[src/gpc_defs.svh]
// register offsets, field widths and reset values of the gpio port
`ifndef GPC_DEFS_SVH
`define GPC_DEFS_SVH
`define GPC_OFF_FUNC 12'h000
`define GPC_OFF_DRIVE 12'h004
`define GPC_OFF_PULL 12'h00C
`define GPC_OFF_IN 12'h010
`define GPC_OFF_OUT 12'h014
`define GPC_OFF_SETCLR 12'h018
`define GPC_OFF_ALT_LO 12'h020
`define GPC_OFF_ALT_HI 12'h024
`define GPC_OFF_XCTL 12'h040
`define GPC_FUNC_W 2
`define GPC_PULL_W 2
`define GPC_ALT_W 3
`define GPC_ALT_NUM 8
`define GPC_HALF 16
`define GPC_ALT_STRIDE 4
`define GPC_FUNC_RESET 32'hFFFF_FFFF
`define GPC_PULL_RESET 32'h0000_0000
`define GPC_ZERO 32'h0000_0000
`endif

[src/gpc_pkg.sv]
// types shared by the gpio port
package gpc_pkg;
  typedef enum logic [1:0] {
    GPC_FN_INPUT = 2'b00,
    GPC_FN_OUTPUT = 2'b01,
    GPC_FN_ALT = 2'b10,
    GPC_FN_ANALOG = 2'b11
  } gpc_func_e;
  typedef enum logic [1:0] {
    GPC_PULL_NONE = 2'b00,
    GPC_PULL_UP = 2'b01,
    GPC_PULL_DOWN = 2'b10,
    GPC_PULL_RSVD = 2'b11
  } gpc_pull_e;
endpackage : gpc_pkg

[src/gpc_port.sv]
// gpio port: pin control registers, apb slave and per-pin output logic
// How it works
// - two-bit field picks input/output/alternate/analog
// - drive type bit: push-pull or open-drain
// - pull applies in every digital mode except other-unit digital takeover
// - pull 11 written keeps previous setting
// - analog: no drive, no pull, input 0
// - reset: all analog except two pins
// - debug clock pulldown, data pullup, boot pulldown for one cycle after reset
// - alternate mux resets to function zero
// - one of eight sources per pin
// - three-bit select, low and high registers
// - other-unit functions override pin configuration; drive type bit still applies to digital takeover
// - fast crystal: both analog, bypass input only
// - slow crystal enable makes both pins analog
// - set strobe sets, clear strobe clears
// - clear bits 31:16, set 15:0, read zero
// - zero strobes leave output unchanged
// - set wins over clear
// - set/clear in one write access
// - output data read/write, input read-only
// - input mode samples pin, pulls apply
// - open-drain never drives high
// - push-pull drives data value
// - output mode reads pin level back
`include "gpc_defs.svh"
module gpc_port import gpc_pkg::*; #(
  parameter int NPINS = 16,
  parameter int BOOT_PIN = 9,
  parameter int DBG_DATA_PIN = 13,
  parameter int DBG_CLK_PIN = 14,
  parameter int FXTAL_IN_PIN = 0,
  parameter int FXTAL_OUT_PIN = 1,
  parameter int SXTAL_IN_PIN = 14,
  parameter int SXTAL_OUT_PIN = 15
) (
  input wire logic clk,
  input wire logic rst,
  input wire logic psel,
  input wire logic penable,
  input wire logic pwrite,
  input wire logic [11:0] paddr,
  input wire logic [31:0] pwdata,
  input wire logic [3:0] pstrb,
  output logic [31:0] prdata,
  output logic pready,
  output logic pslverr,
  input wire logic [NPINS-1:0] pin_in,
  output logic [NPINS-1:0] pin_out,
  output logic [NPINS-1:0] pin_oe,
  output logic [NPINS-1:0] pin_pull_up,
  output logic [NPINS-1:0] pin_pull_down,
  output logic [NPINS-1:0] pin_analog,
  input wire logic [NPINS*`GPC_ALT_NUM-1:0] alt_out,
  input wire logic [NPINS*`GPC_ALT_NUM-1:0] alt_oe,
  output logic [NPINS-1:0] alt_in,
  input wire logic [NPINS-1:0] ext_analog_req,
  input wire logic [NPINS-1:0] ext_dig_en,
  input wire logic [NPINS-1:0] ext_dig_out,
  input wire logic [NPINS-1:0] ext_dig_oe
);
  ////////////////////////////////////////////////////////////////////
  // registers
  logic [2*NPINS-1:0] pin_function_select, next_pin_function_select;
  logic [NPINS-1:0] output_drive_type, next_output_drive_type;
  logic [2*NPINS-1:0] pull_resistor_select, next_pull_resistor_select;
  logic [NPINS-1:0] pin_output_value, next_pin_output_value;
  logic [3*NPINS-1:0] alt_sel, next_alt_sel;
  logic [2:0] xtal_ctl, next_xtal_ctl;
  logic [NPINS-1:0] pin_meta, pin_sync, pin_input_sample, next_pin_input_sample;
  logic [31:0] next_prdata;
  logic next_pready, next_pslverr;
  logic wr, rd;
  logic [31:0] wmask;
  logic [2*NPINS-1:0] func_rst, pull_rst, pull_wr;
  logic [NPINS-1:0] set_strobe, clear_strobe;
  logic [NPINS-1:0] in_reset;
  logic fast_crystal_enable, fast_crystal_bypass, slow_crystal_enable;

  assign fast_crystal_enable = xtal_ctl[0];
  assign fast_crystal_bypass = xtal_ctl[1];
  assign slow_crystal_enable = xtal_ctl[2];
  assign wr = psel && penable && pwrite && pready;
  assign rd = psel && !penable;
  assign set_strobe = pwdata[NPINS-1:0];
  assign clear_strobe = pwdata[`GPC_HALF+NPINS-1:`GPC_HALF];

  always_comb begin
    for (int b = 0; b < 4; b++) begin
      wmask[8*b +: 8] = {8{pstrb[b]}};
    end
  end

  ////////////////////////////////////////////////////////////////////
  // reset values
  always_comb begin
    func_rst = `GPC_FUNC_RESET;
    pull_rst = `GPC_PULL_RESET;
    func_rst[2*DBG_DATA_PIN +: 2] = GPC_FN_ALT;
    func_rst[2*DBG_CLK_PIN +: 2] = GPC_FN_ALT;
    pull_rst[2*DBG_DATA_PIN +: 2] = GPC_PULL_UP;
    pull_rst[2*DBG_CLK_PIN +: 2] = GPC_PULL_DOWN;
  end

  always_comb begin
    pull_wr = pull_resistor_select;
    for (int i = 0; i < NPINS; i++) begin
      if (pwdata[2*i +: 2] != GPC_PULL_RSVD) begin
        pull_wr[2*i +: 2] = pwdata[2*i +: 2];
      end
    end
  end

  ////////////////////////////////////////////////////////////////////
  // register writes
  always_comb begin
    next_pin_function_select = pin_function_select;
    next_output_drive_type = output_drive_type;
    next_pull_resistor_select = pull_resistor_select;
    next_pin_output_value = pin_output_value;
    next_alt_sel = alt_sel;
    next_xtal_ctl = xtal_ctl;
    if (wr) begin
      unique case (paddr)
        `GPC_OFF_FUNC: next_pin_function_select =
          (pin_function_select & ~wmask[2*NPINS-1:0]) | (pwdata[2*NPINS-1:0] & wmask[2*NPINS-1:0]);
        `GPC_OFF_DRIVE: next_output_drive_type =
          (output_drive_type & ~wmask[NPINS-1:0]) | (pwdata[NPINS-1:0] & wmask[NPINS-1:0]);
        `GPC_OFF_PULL: next_pull_resistor_select =
          (pull_resistor_select & ~wmask[2*NPINS-1:0]) | (pull_wr & wmask[2*NPINS-1:0]);
        `GPC_OFF_OUT: next_pin_output_value =
          (pin_output_value & ~wmask[NPINS-1:0]) | (pwdata[NPINS-1:0] & wmask[NPINS-1:0]);
        `GPC_OFF_SETCLR: next_pin_output_value =
          (pin_output_value & ~clear_strobe) | set_strobe;
        `GPC_OFF_ALT_LO, `GPC_OFF_ALT_HI: begin
          for (int i = 0; i < NPINS; i++) begin
            if ((i / 8 == ((paddr == `GPC_OFF_ALT_HI) ? 1 : 0)) && pstrb[(i % 8) / 2]) begin
              next_alt_sel[3*i +: 3] = pwdata[`GPC_ALT_STRIDE*(i % 8) +: `GPC_ALT_W];
            end
          end
        end
        `GPC_OFF_XCTL: if (pstrb[0]) next_xtal_ctl = pwdata[2:0];
        default: ;
      endcase
    end
  end

  always_ff @(posedge clk) begin
    if (rst) begin
      pin_function_select <= func_rst;
      output_drive_type <= '0;
      pull_resistor_select <= pull_rst;
      pin_output_value <= '0;
      alt_sel <= '0;
      xtal_ctl <= '0;
    end else begin
      pin_function_select <= next_pin_function_select;
      output_drive_type <= next_output_drive_type;
      pull_resistor_select <= next_pull_resistor_select;
      pin_output_value <= next_pin_output_value;
      alt_sel <= next_alt_sel;
      xtal_ctl <= next_xtal_ctl;
    end
  end

  ////////////////////////////////////////////////////////////////////
  // apb read and answer
  always_comb begin
    next_prdata = `GPC_ZERO;
    next_pready = 1'b0;
    next_pslverr = 1'b0;
    if (rd) begin
      next_pready = 1'b1;
      unique case (paddr)
        `GPC_OFF_FUNC: next_prdata[2*NPINS-1:0] = pin_function_select;
        `GPC_OFF_DRIVE: next_prdata[NPINS-1:0] = output_drive_type;
        `GPC_OFF_PULL: next_prdata[2*NPINS-1:0] = pull_resistor_select;
        `GPC_OFF_IN: next_prdata[NPINS-1:0] = pin_input_sample;
        `GPC_OFF_OUT: next_prdata[NPINS-1:0] = pin_output_value;
        `GPC_OFF_SETCLR: next_prdata = `GPC_ZERO;
        `GPC_OFF_ALT_LO, `GPC_OFF_ALT_HI: begin
          for (int i = 0; i < NPINS; i++) begin
            if (i / 8 == ((paddr == `GPC_OFF_ALT_HI) ? 1 : 0)) begin
              next_prdata[`GPC_ALT_STRIDE*(i % 8) +: `GPC_ALT_W] = alt_sel[3*i +: 3];
            end
          end
        end
        `GPC_OFF_XCTL: next_prdata[2:0] = xtal_ctl;
        default: next_pslverr = 1'b1;
      endcase
    end
  end

  always_ff @(posedge clk) begin
    if (rst) begin
      prdata <= `GPC_ZERO;
      pready <= 1'b0;
      pslverr <= 1'b0;
    end else begin
      prdata <= next_prdata;
      pready <= next_pready;
      pslverr <= next_pslverr;
    end
  end

  ////////////////////////////////////////////////////////////////////
  // input synchroniser
  always_ff @(posedge clk) begin
    if (rst) begin
      pin_meta <= '0;
      pin_sync <= '0;
      pin_input_sample <= '0;
      in_reset <= '1;
    end else begin
      pin_meta <= pin_in;
      pin_sync <= pin_meta;
      pin_input_sample <= next_pin_input_sample;
      in_reset <= '0;
    end
  end

  ////////////////////////////////////////////////////////////////////
  // per-pin pad control
  logic [NPINS-1:0] next_pin_out, next_pin_oe, next_pu, next_pd, next_an, next_alt_in;
  genvar g;
  generate
    for (g = 0; g < NPINS; g++) begin : g_pin
      logic forced_an, an, od, dval, den;
      logic o_out, o_oe, o_pu, o_pd, o_in, o_ai;
      gpc_func_e fn;
      gpc_pull_e pl;
      logic [2:0] s;
      assign fn = gpc_func_e'(pin_function_select[2*g +: 2]);
      assign pl = gpc_pull_e'(pull_resistor_select[2*g +: 2]);
      assign s = alt_sel[3*g +: 3];
      assign forced_an = ext_analog_req[g]
        || (fast_crystal_enable && g == FXTAL_IN_PIN)
        || (fast_crystal_enable && !fast_crystal_bypass && g == FXTAL_OUT_PIN)
        || (slow_crystal_enable && (g == SXTAL_IN_PIN || g == SXTAL_OUT_PIN));
      assign an = forced_an || (!ext_dig_en[g] && fn == GPC_FN_ANALOG);
      assign od = output_drive_type[g];
      always_comb begin
        dval = 1'b0;
        den = 1'b0;
        if (ext_dig_en[g]) begin
          dval = ext_dig_out[g];
          den = ext_dig_oe[g];
        end else if (fn == GPC_FN_OUTPUT) begin
          dval = pin_output_value[g];
          den = 1'b1;
        end else if (fn == GPC_FN_ALT) begin
          dval = alt_out[`GPC_ALT_NUM*g + s];
          den = alt_oe[`GPC_ALT_NUM*g + s];
        end
        o_out = 1'b0;
        o_oe = 1'b0;
        if (!an && den) begin
          o_out = od ? 1'b0 : dval;
          o_oe = od ? !dval : 1'b1;
        end
        o_pu = !an && !ext_dig_en[g] && pl == GPC_PULL_UP;
        o_pd = !an && !ext_dig_en[g] && pl == GPC_PULL_DOWN;
        o_in = an ? 1'b0 : pin_sync[g];
        o_ai = (!an && fn == GPC_FN_ALT) ? pin_sync[g] : 1'b0;
      end
      assign next_pin_out[g] = o_out;
      assign next_pin_oe[g] = o_oe;
      assign next_pu[g] = o_pu;
      assign next_pd[g] = o_pd;
      assign next_an[g] = an;
      assign next_pin_input_sample[g] = o_in;
      assign next_alt_in[g] = o_ai;
    end
  endgenerate

  always_ff @(posedge clk) begin
    if (rst) begin
      pin_out <= '0;
      pin_oe <= '0;
      pin_pull_up <= '0;
      pin_pull_down <= '0;
      pin_analog <= '1;
      alt_in <= '0;
    end else begin
      pin_out <= next_pin_out;
      pin_oe <= next_pin_oe;
      pin_pull_up <= next_pu;
      pin_pull_down <= next_pd | (in_reset & (NPINS'(1) << BOOT_PIN));
      pin_analog <= next_an;
      alt_in <= next_alt_in;
    end
  end
endmodule : gpc_port

[config.mk]
export PLATFORM = sky130hd
export DESIGN_NAME = gpc_port
export DESIGN_NICKNAME = d
export VERILOG_FILES = /design/src/gpc_pkg.sv /design/src/gpc_port.sv
export VERILOG_INCLUDE_DIRS = /design/src
export SDC_FILE = /design/constraint.sdc
export NUM_CORES = 1
export LEC_CHECK = 0
export BUFFER_PORTS_ARGS = -buffer_cell sky130_fd_sc_hd__buf_4
export CAP_MARGIN = 20
export CELL_PAD_IN_SITES_DETAIL_PLACEMENT = 2
export CELL_PAD_IN_SITES_GLOBAL_PLACEMENT = 2
export CORE_MARGIN = 3
export CORE_UTILIZATION = 32
export CTS_CLUSTER_SIZE = 10
export DETAILED_ROUTE_END_ITERATION = 10
export PLACE_DENSITY_LB_ADDON = 0.1
export SLEW_MARGIN = 20
export SYNTH_ARGS = -nofsm -noshare
export SYNTH_HDL_FRONTEND = slang
export SYNTH_SLANG_ARGS = --single-unit
[constraint.sdc]
create_clock -name clk -period 5 [get_ports clk]
set_input_delay 0 -clock clk [delete_from_list [all_inputs] [get_ports clk]]
set_output_delay 0 -clock clk [all_outputs]
set_load 0.05 [all_outputs]
==> flow_summary.json <==
{
  "status": "completed",
  "timing.hold.ws_ns": 0.0383,
  "hold_class": "in -> reg",
  "most_used_cell_along_the_critical_path": "sky130_fd_sc_hd__dlygate4sd3_1",
  "synthesis.area_sq_mm": 0.0151,
  "reg2reg_from": "alt_sel[22]",
  "post-route-min-period_ns": 3.13,
  "setup.worst_path.start_class": "flop",
  "worstPathRequired_ns": 5.44,
  "cp_slowest_cell": "sky130_fd_sc_hd__dfxtp_1",
  "globalplace.congestion": 0.874,
  "detailedRoute.firstIterationViolations": 1148,
  "maxSlewViolCount": 0,
  "tritoncts_num_sinks": 326,
  "core.rowCount": 78,
  "area_of_combinational_cells_with_multiple_inputs_sq_mm": 0.00791,
  "synth_to_layout_area_growth_pct": 47.2,
  "post_synthesis_sequential_area_ratio_pct": 43.3,
  "cp_slowest_stage_delay_ns": 0.73,
  "asyncSetResetFlopFracSynth_pct": 0,
  "die_h_um": 223,
  "worst_hold_path.num_cells": 4,
  "cp_cell_sequence": "mux2i_1 -> a2111oi_0 -> a31o_2 -> dlygate4sd3_1 -> a21oi_1 -> dlygate4sd3_1",
  "power_density_mw_per_mm2": 272,
  "grt_setup_unrepaired": "no",
  "ys_ff_latch": 326,
  "first_global_vias": 18300,
  "worst-path-max-fanout": 7,
  "first_pass_grt_wire_length_mm": 119,
  "synth_enable_flop_cells": 0,
  "post-route-drc-count": 0,
  "max_freq_mhz": 320,
  "setup.worst_path.class": "reg -> reg",
  "h-tree-depth": 2,
  "num-nets-final": 2585,
  "sequential_cell_area_sq_mm": 0.00653,
  "layout_worst_path_cycle_share_pct": 62.6,
  "antenna_found_initial": 7,
  "grt_start_max_net_pins": 117,
  "detailedRoute.firstPassIterationCount": 5,
  "worstSetupEndpointType": "flop",
  "synth_cells": 1578,
  "report.final.setup_viol": 0,
  "setup-tns-final_ns": 0,
  "timing.slew.headroom_pct": 30.5,
  "critical-path-top-delay-family": "buffers and inverters",
  "yosysTopAreaCellShare_pct": 43.3,
  "synth.most_common_cell": "sky130_fd_sc_hd__dfxtp_1",
  "timing.reg2reg.worst_path_depth": 6,
  "dr_total_vias": 16500,
  "min_delay_worst_endpoint": "prdata[27]",
  "number_of_nets_with_antenna_violations_after_detailed_routing": 0,
  "overall_fraction_of_global_route_tracks_in_use_pct": 31.4,
  "overflow": 0,
  "critical_path_depth": 6,
  "ir_worst_vdd_mv": 0.206,
  "start_util_pct": 32.8,
  "hold_viol": 0,
  "fin_skew_ns": 0.0301,
  "synth.net_count": 1967,
  "tritoncts.num_buffers": 40,
  "clk_pin_slew_ns": 0.06,
  "r2r-end": "pin_oe[7]",
  "clockBufferDepth": 3,
  "die_w_um": 223,
  "path_buf_inv": 2,
  "route.detailed.vias_per_inst": 5.86,
  "clkLatencyLatePin_ns": 0.57,
  "synth.cells.most_frequent": "sky130_fd_sc_hd__dfxtp_1, sky130_fd_sc_hd__a21oi_1, sky130_fd_sc_hd__clkbuf_1, sky130_fd_sc_hd__o21ai_0, sky130_fd_sc_hd__nand2_1",
  "total_leakage_power_uw": 0.00836,
  "synth_top_cell_by_area": "sky130_fd_sc_hd__dfxtp_1",
  "post_cts.resized_instances": 0,
  "post-dp-hpwl_mm": 57.2,
  "cts_tree": "built",
  "avgRoutedWirePerCell_um": 29.0,
  "drive_gt1_share_pct": 32.4,
  "synth.yosys.warnings": 0,
  "synth_top_cells_by_area": "sky130_fd_sc_hd__dfxtp_1, sky130_fd_sc_hd__mux4_2, sky130_fd_sc_hd__mux2i_1, sky130_fd_sc_hd__a21oi_1, sky130_fd_sc_hd__o21ai_0",
  "core_area_sq_mm": 0.0460,
  "dieArea_sq_mm": 0.0497,
  "fill_cells": 4821,
  "hold_start": "penable",
  "post-place-ws_ns": 2.36,
  "final_critical_path_setup_slack_ns": 1.87,
  "routed_wl_mm": 81.4,
  "yosysUniqueCellTypes": 67,
  "io_buffer_count": 518,
  "setup_slack_of_the_worst_register_to_register_path_ns": 1.87,
  "tightest_slew_ns": 1.03,
  "maxcap_viol_count": 0,
  "ys_dominant_reg_cell": "sky130_fd_sc_hd__dfxtp_1",
  "critical_path_at_ns": 3.57,
  "ctsRootBufferMaster": "sky130_fd_sc_hd__clkbuf_16",
  "post_synth.cell_area_avg_sq_um": 9.55,
  "top_level_ports": 519
}
[power by group]
part           switching, uW  internal, uW
Sequential              9.37          2620
Combinational            320           358
Clock                   1160          1560
Total                   1490          4540
[layout make-up]
class | instances | area share, %
flip-flops and latches | 326 | 29.4
clock buffers | 56 | 5.11
multi-input cells | 1079 | 35.7
inverters | 54 | 0.920
well taps | 600 | 3.38
clock inverters | 1 | 0.0733
diodes | 2 | 0.0226
repair buffers | 695 | 25.4
[worst min-delay path, stage by stage]
cell and delay [ns]:
sky130_fd_sc_hd__buf_4 0.11, sky130_fd_sc_hd__inv_1 0.04, sky130_fd_sc_hd__nand3_1 0.32, sky130_fd_sc_hd__nor2_1 0.09
[cells by family (layout without fill, tap and decap cells)]
group / Yosys count / after routing / synth area share [%]
AO/OA/AOI/OAI: 471 / 471 / 22.0
buffers and inverters: 173 / 806 / 4.53
flip-flops: 326 / 326 / 43.3
multiplexers: 112 / 112 / 11.2
other: 0 / 2 / 0
AND/OR/NAND/NOR: 496 / 496 / 19.0
[how the worst max path moves through the flow]
stage	from	endpoint	slack [ns]
after floorplan	pready	flop	2.87
after global placement	paddr[2]	alt_sel[11]	2.48
after detailed placement	paddr[2]	alt_sel[15]	2.36
after CTS	alt_sel[22]	pin_oe[7]	1.95
after global routing	alt_sel[22]	pin_oe[7]	1.82
final	alt_sel[22]	pin_oe[7]	1.87
[cell usage in the layout (no fill, tap or decap), types with 8 or more instances in the layout]
cell type	count
sky130_fd_sc_hd__nand2b_1	15
sky130_fd_sc_hd__a31o_2	41
sky130_fd_sc_hd__a21oi_1	103
sky130_fd_sc_hd__a22oi_1	21
sky130_fd_sc_hd__a31oi_1	27
sky130_fd_sc_hd__nand3b_1	15
sky130_fd_sc_hd__clkbuf_16	42
sky130_fd_sc_hd__o22a_1	12
sky130_fd_sc_hd__o221ai_1	14
sky130_fd_sc_hd__a2111o_1	10
sky130_fd_sc_hd__nor4bb_1	10
sky130_fd_sc_hd__inv_1	53
sky130_fd_sc_hd__nor2_1	59
sky130_fd_sc_hd__a2bb2oi_1	8
sky130_fd_sc_hd__a211oi_1	21
sky130_fd_sc_hd__dfxtp_1	326
sky130_fd_sc_hd__buf_4	534
sky130_fd_sc_hd__nor4_1	33
sky130_fd_sc_hd__mux4_2	44
sky130_fd_sc_hd__nor4b_1	16
sky130_fd_sc_hd__mux2i_1	59
sky130_fd_sc_hd__a2111oi_0	8
sky130_fd_sc_hd__nor2b_1	51
sky130_fd_sc_hd__clkbuf_1	11
sky130_fd_sc_hd__a32oi_1	19
sky130_fd_sc_hd__nor3b_1	54
sky130_fd_sc_hd__nor3_1	47
sky130_fd_sc_hd__o211ai_1	21
sky130_fd_sc_hd__o21ai_0	85
sky130_fd_sc_hd__o22ai_1	11
sky130_fd_sc_hd__a21o_1	8
sky130_fd_sc_hd__mux2_2	9
sky130_fd_sc_hd__nand3_1	57
sky130_fd_sc_hd__nand2_1	83
sky130_fd_sc_hd__o221a_2	16
sky130_fd_sc_hd__dlygate4sd3_1	160
sky130_fd_sc_hd__o32a_1	8
[metrics by stage]
step,cell area [sq um],power (uW),cells,utilization [%]
after floorplan,15100,2890,1578,-
after global placement,19400,3240,2594,42.2
after detailed placement,19400,3260,2594,42.3
after CTS,22200,6030,2811,48.2
after global routing,22200,6200,2813,48.3
final,22200,6020,2813,48.3
[layer usage]
metal | part of all wire (%) | up-vias | track usage, %
met5 | 0.080 | - | 0
met4 | 3.4 | 8 | 11.3
met3 | 7.7 | 152 | 7.13
met2 | 49 | 724 | 54.8
met1 | 40 | 8341 | 37.7
li1 | - | 7268 | -
[timing repair]
item | 4_1_cts | 5_1_grt
hold buffers | 160 | 0
buffers inserted | 0 | 0
endpoints found under the hold margin | 273 | 0
(Power assumes the default switching activity.)
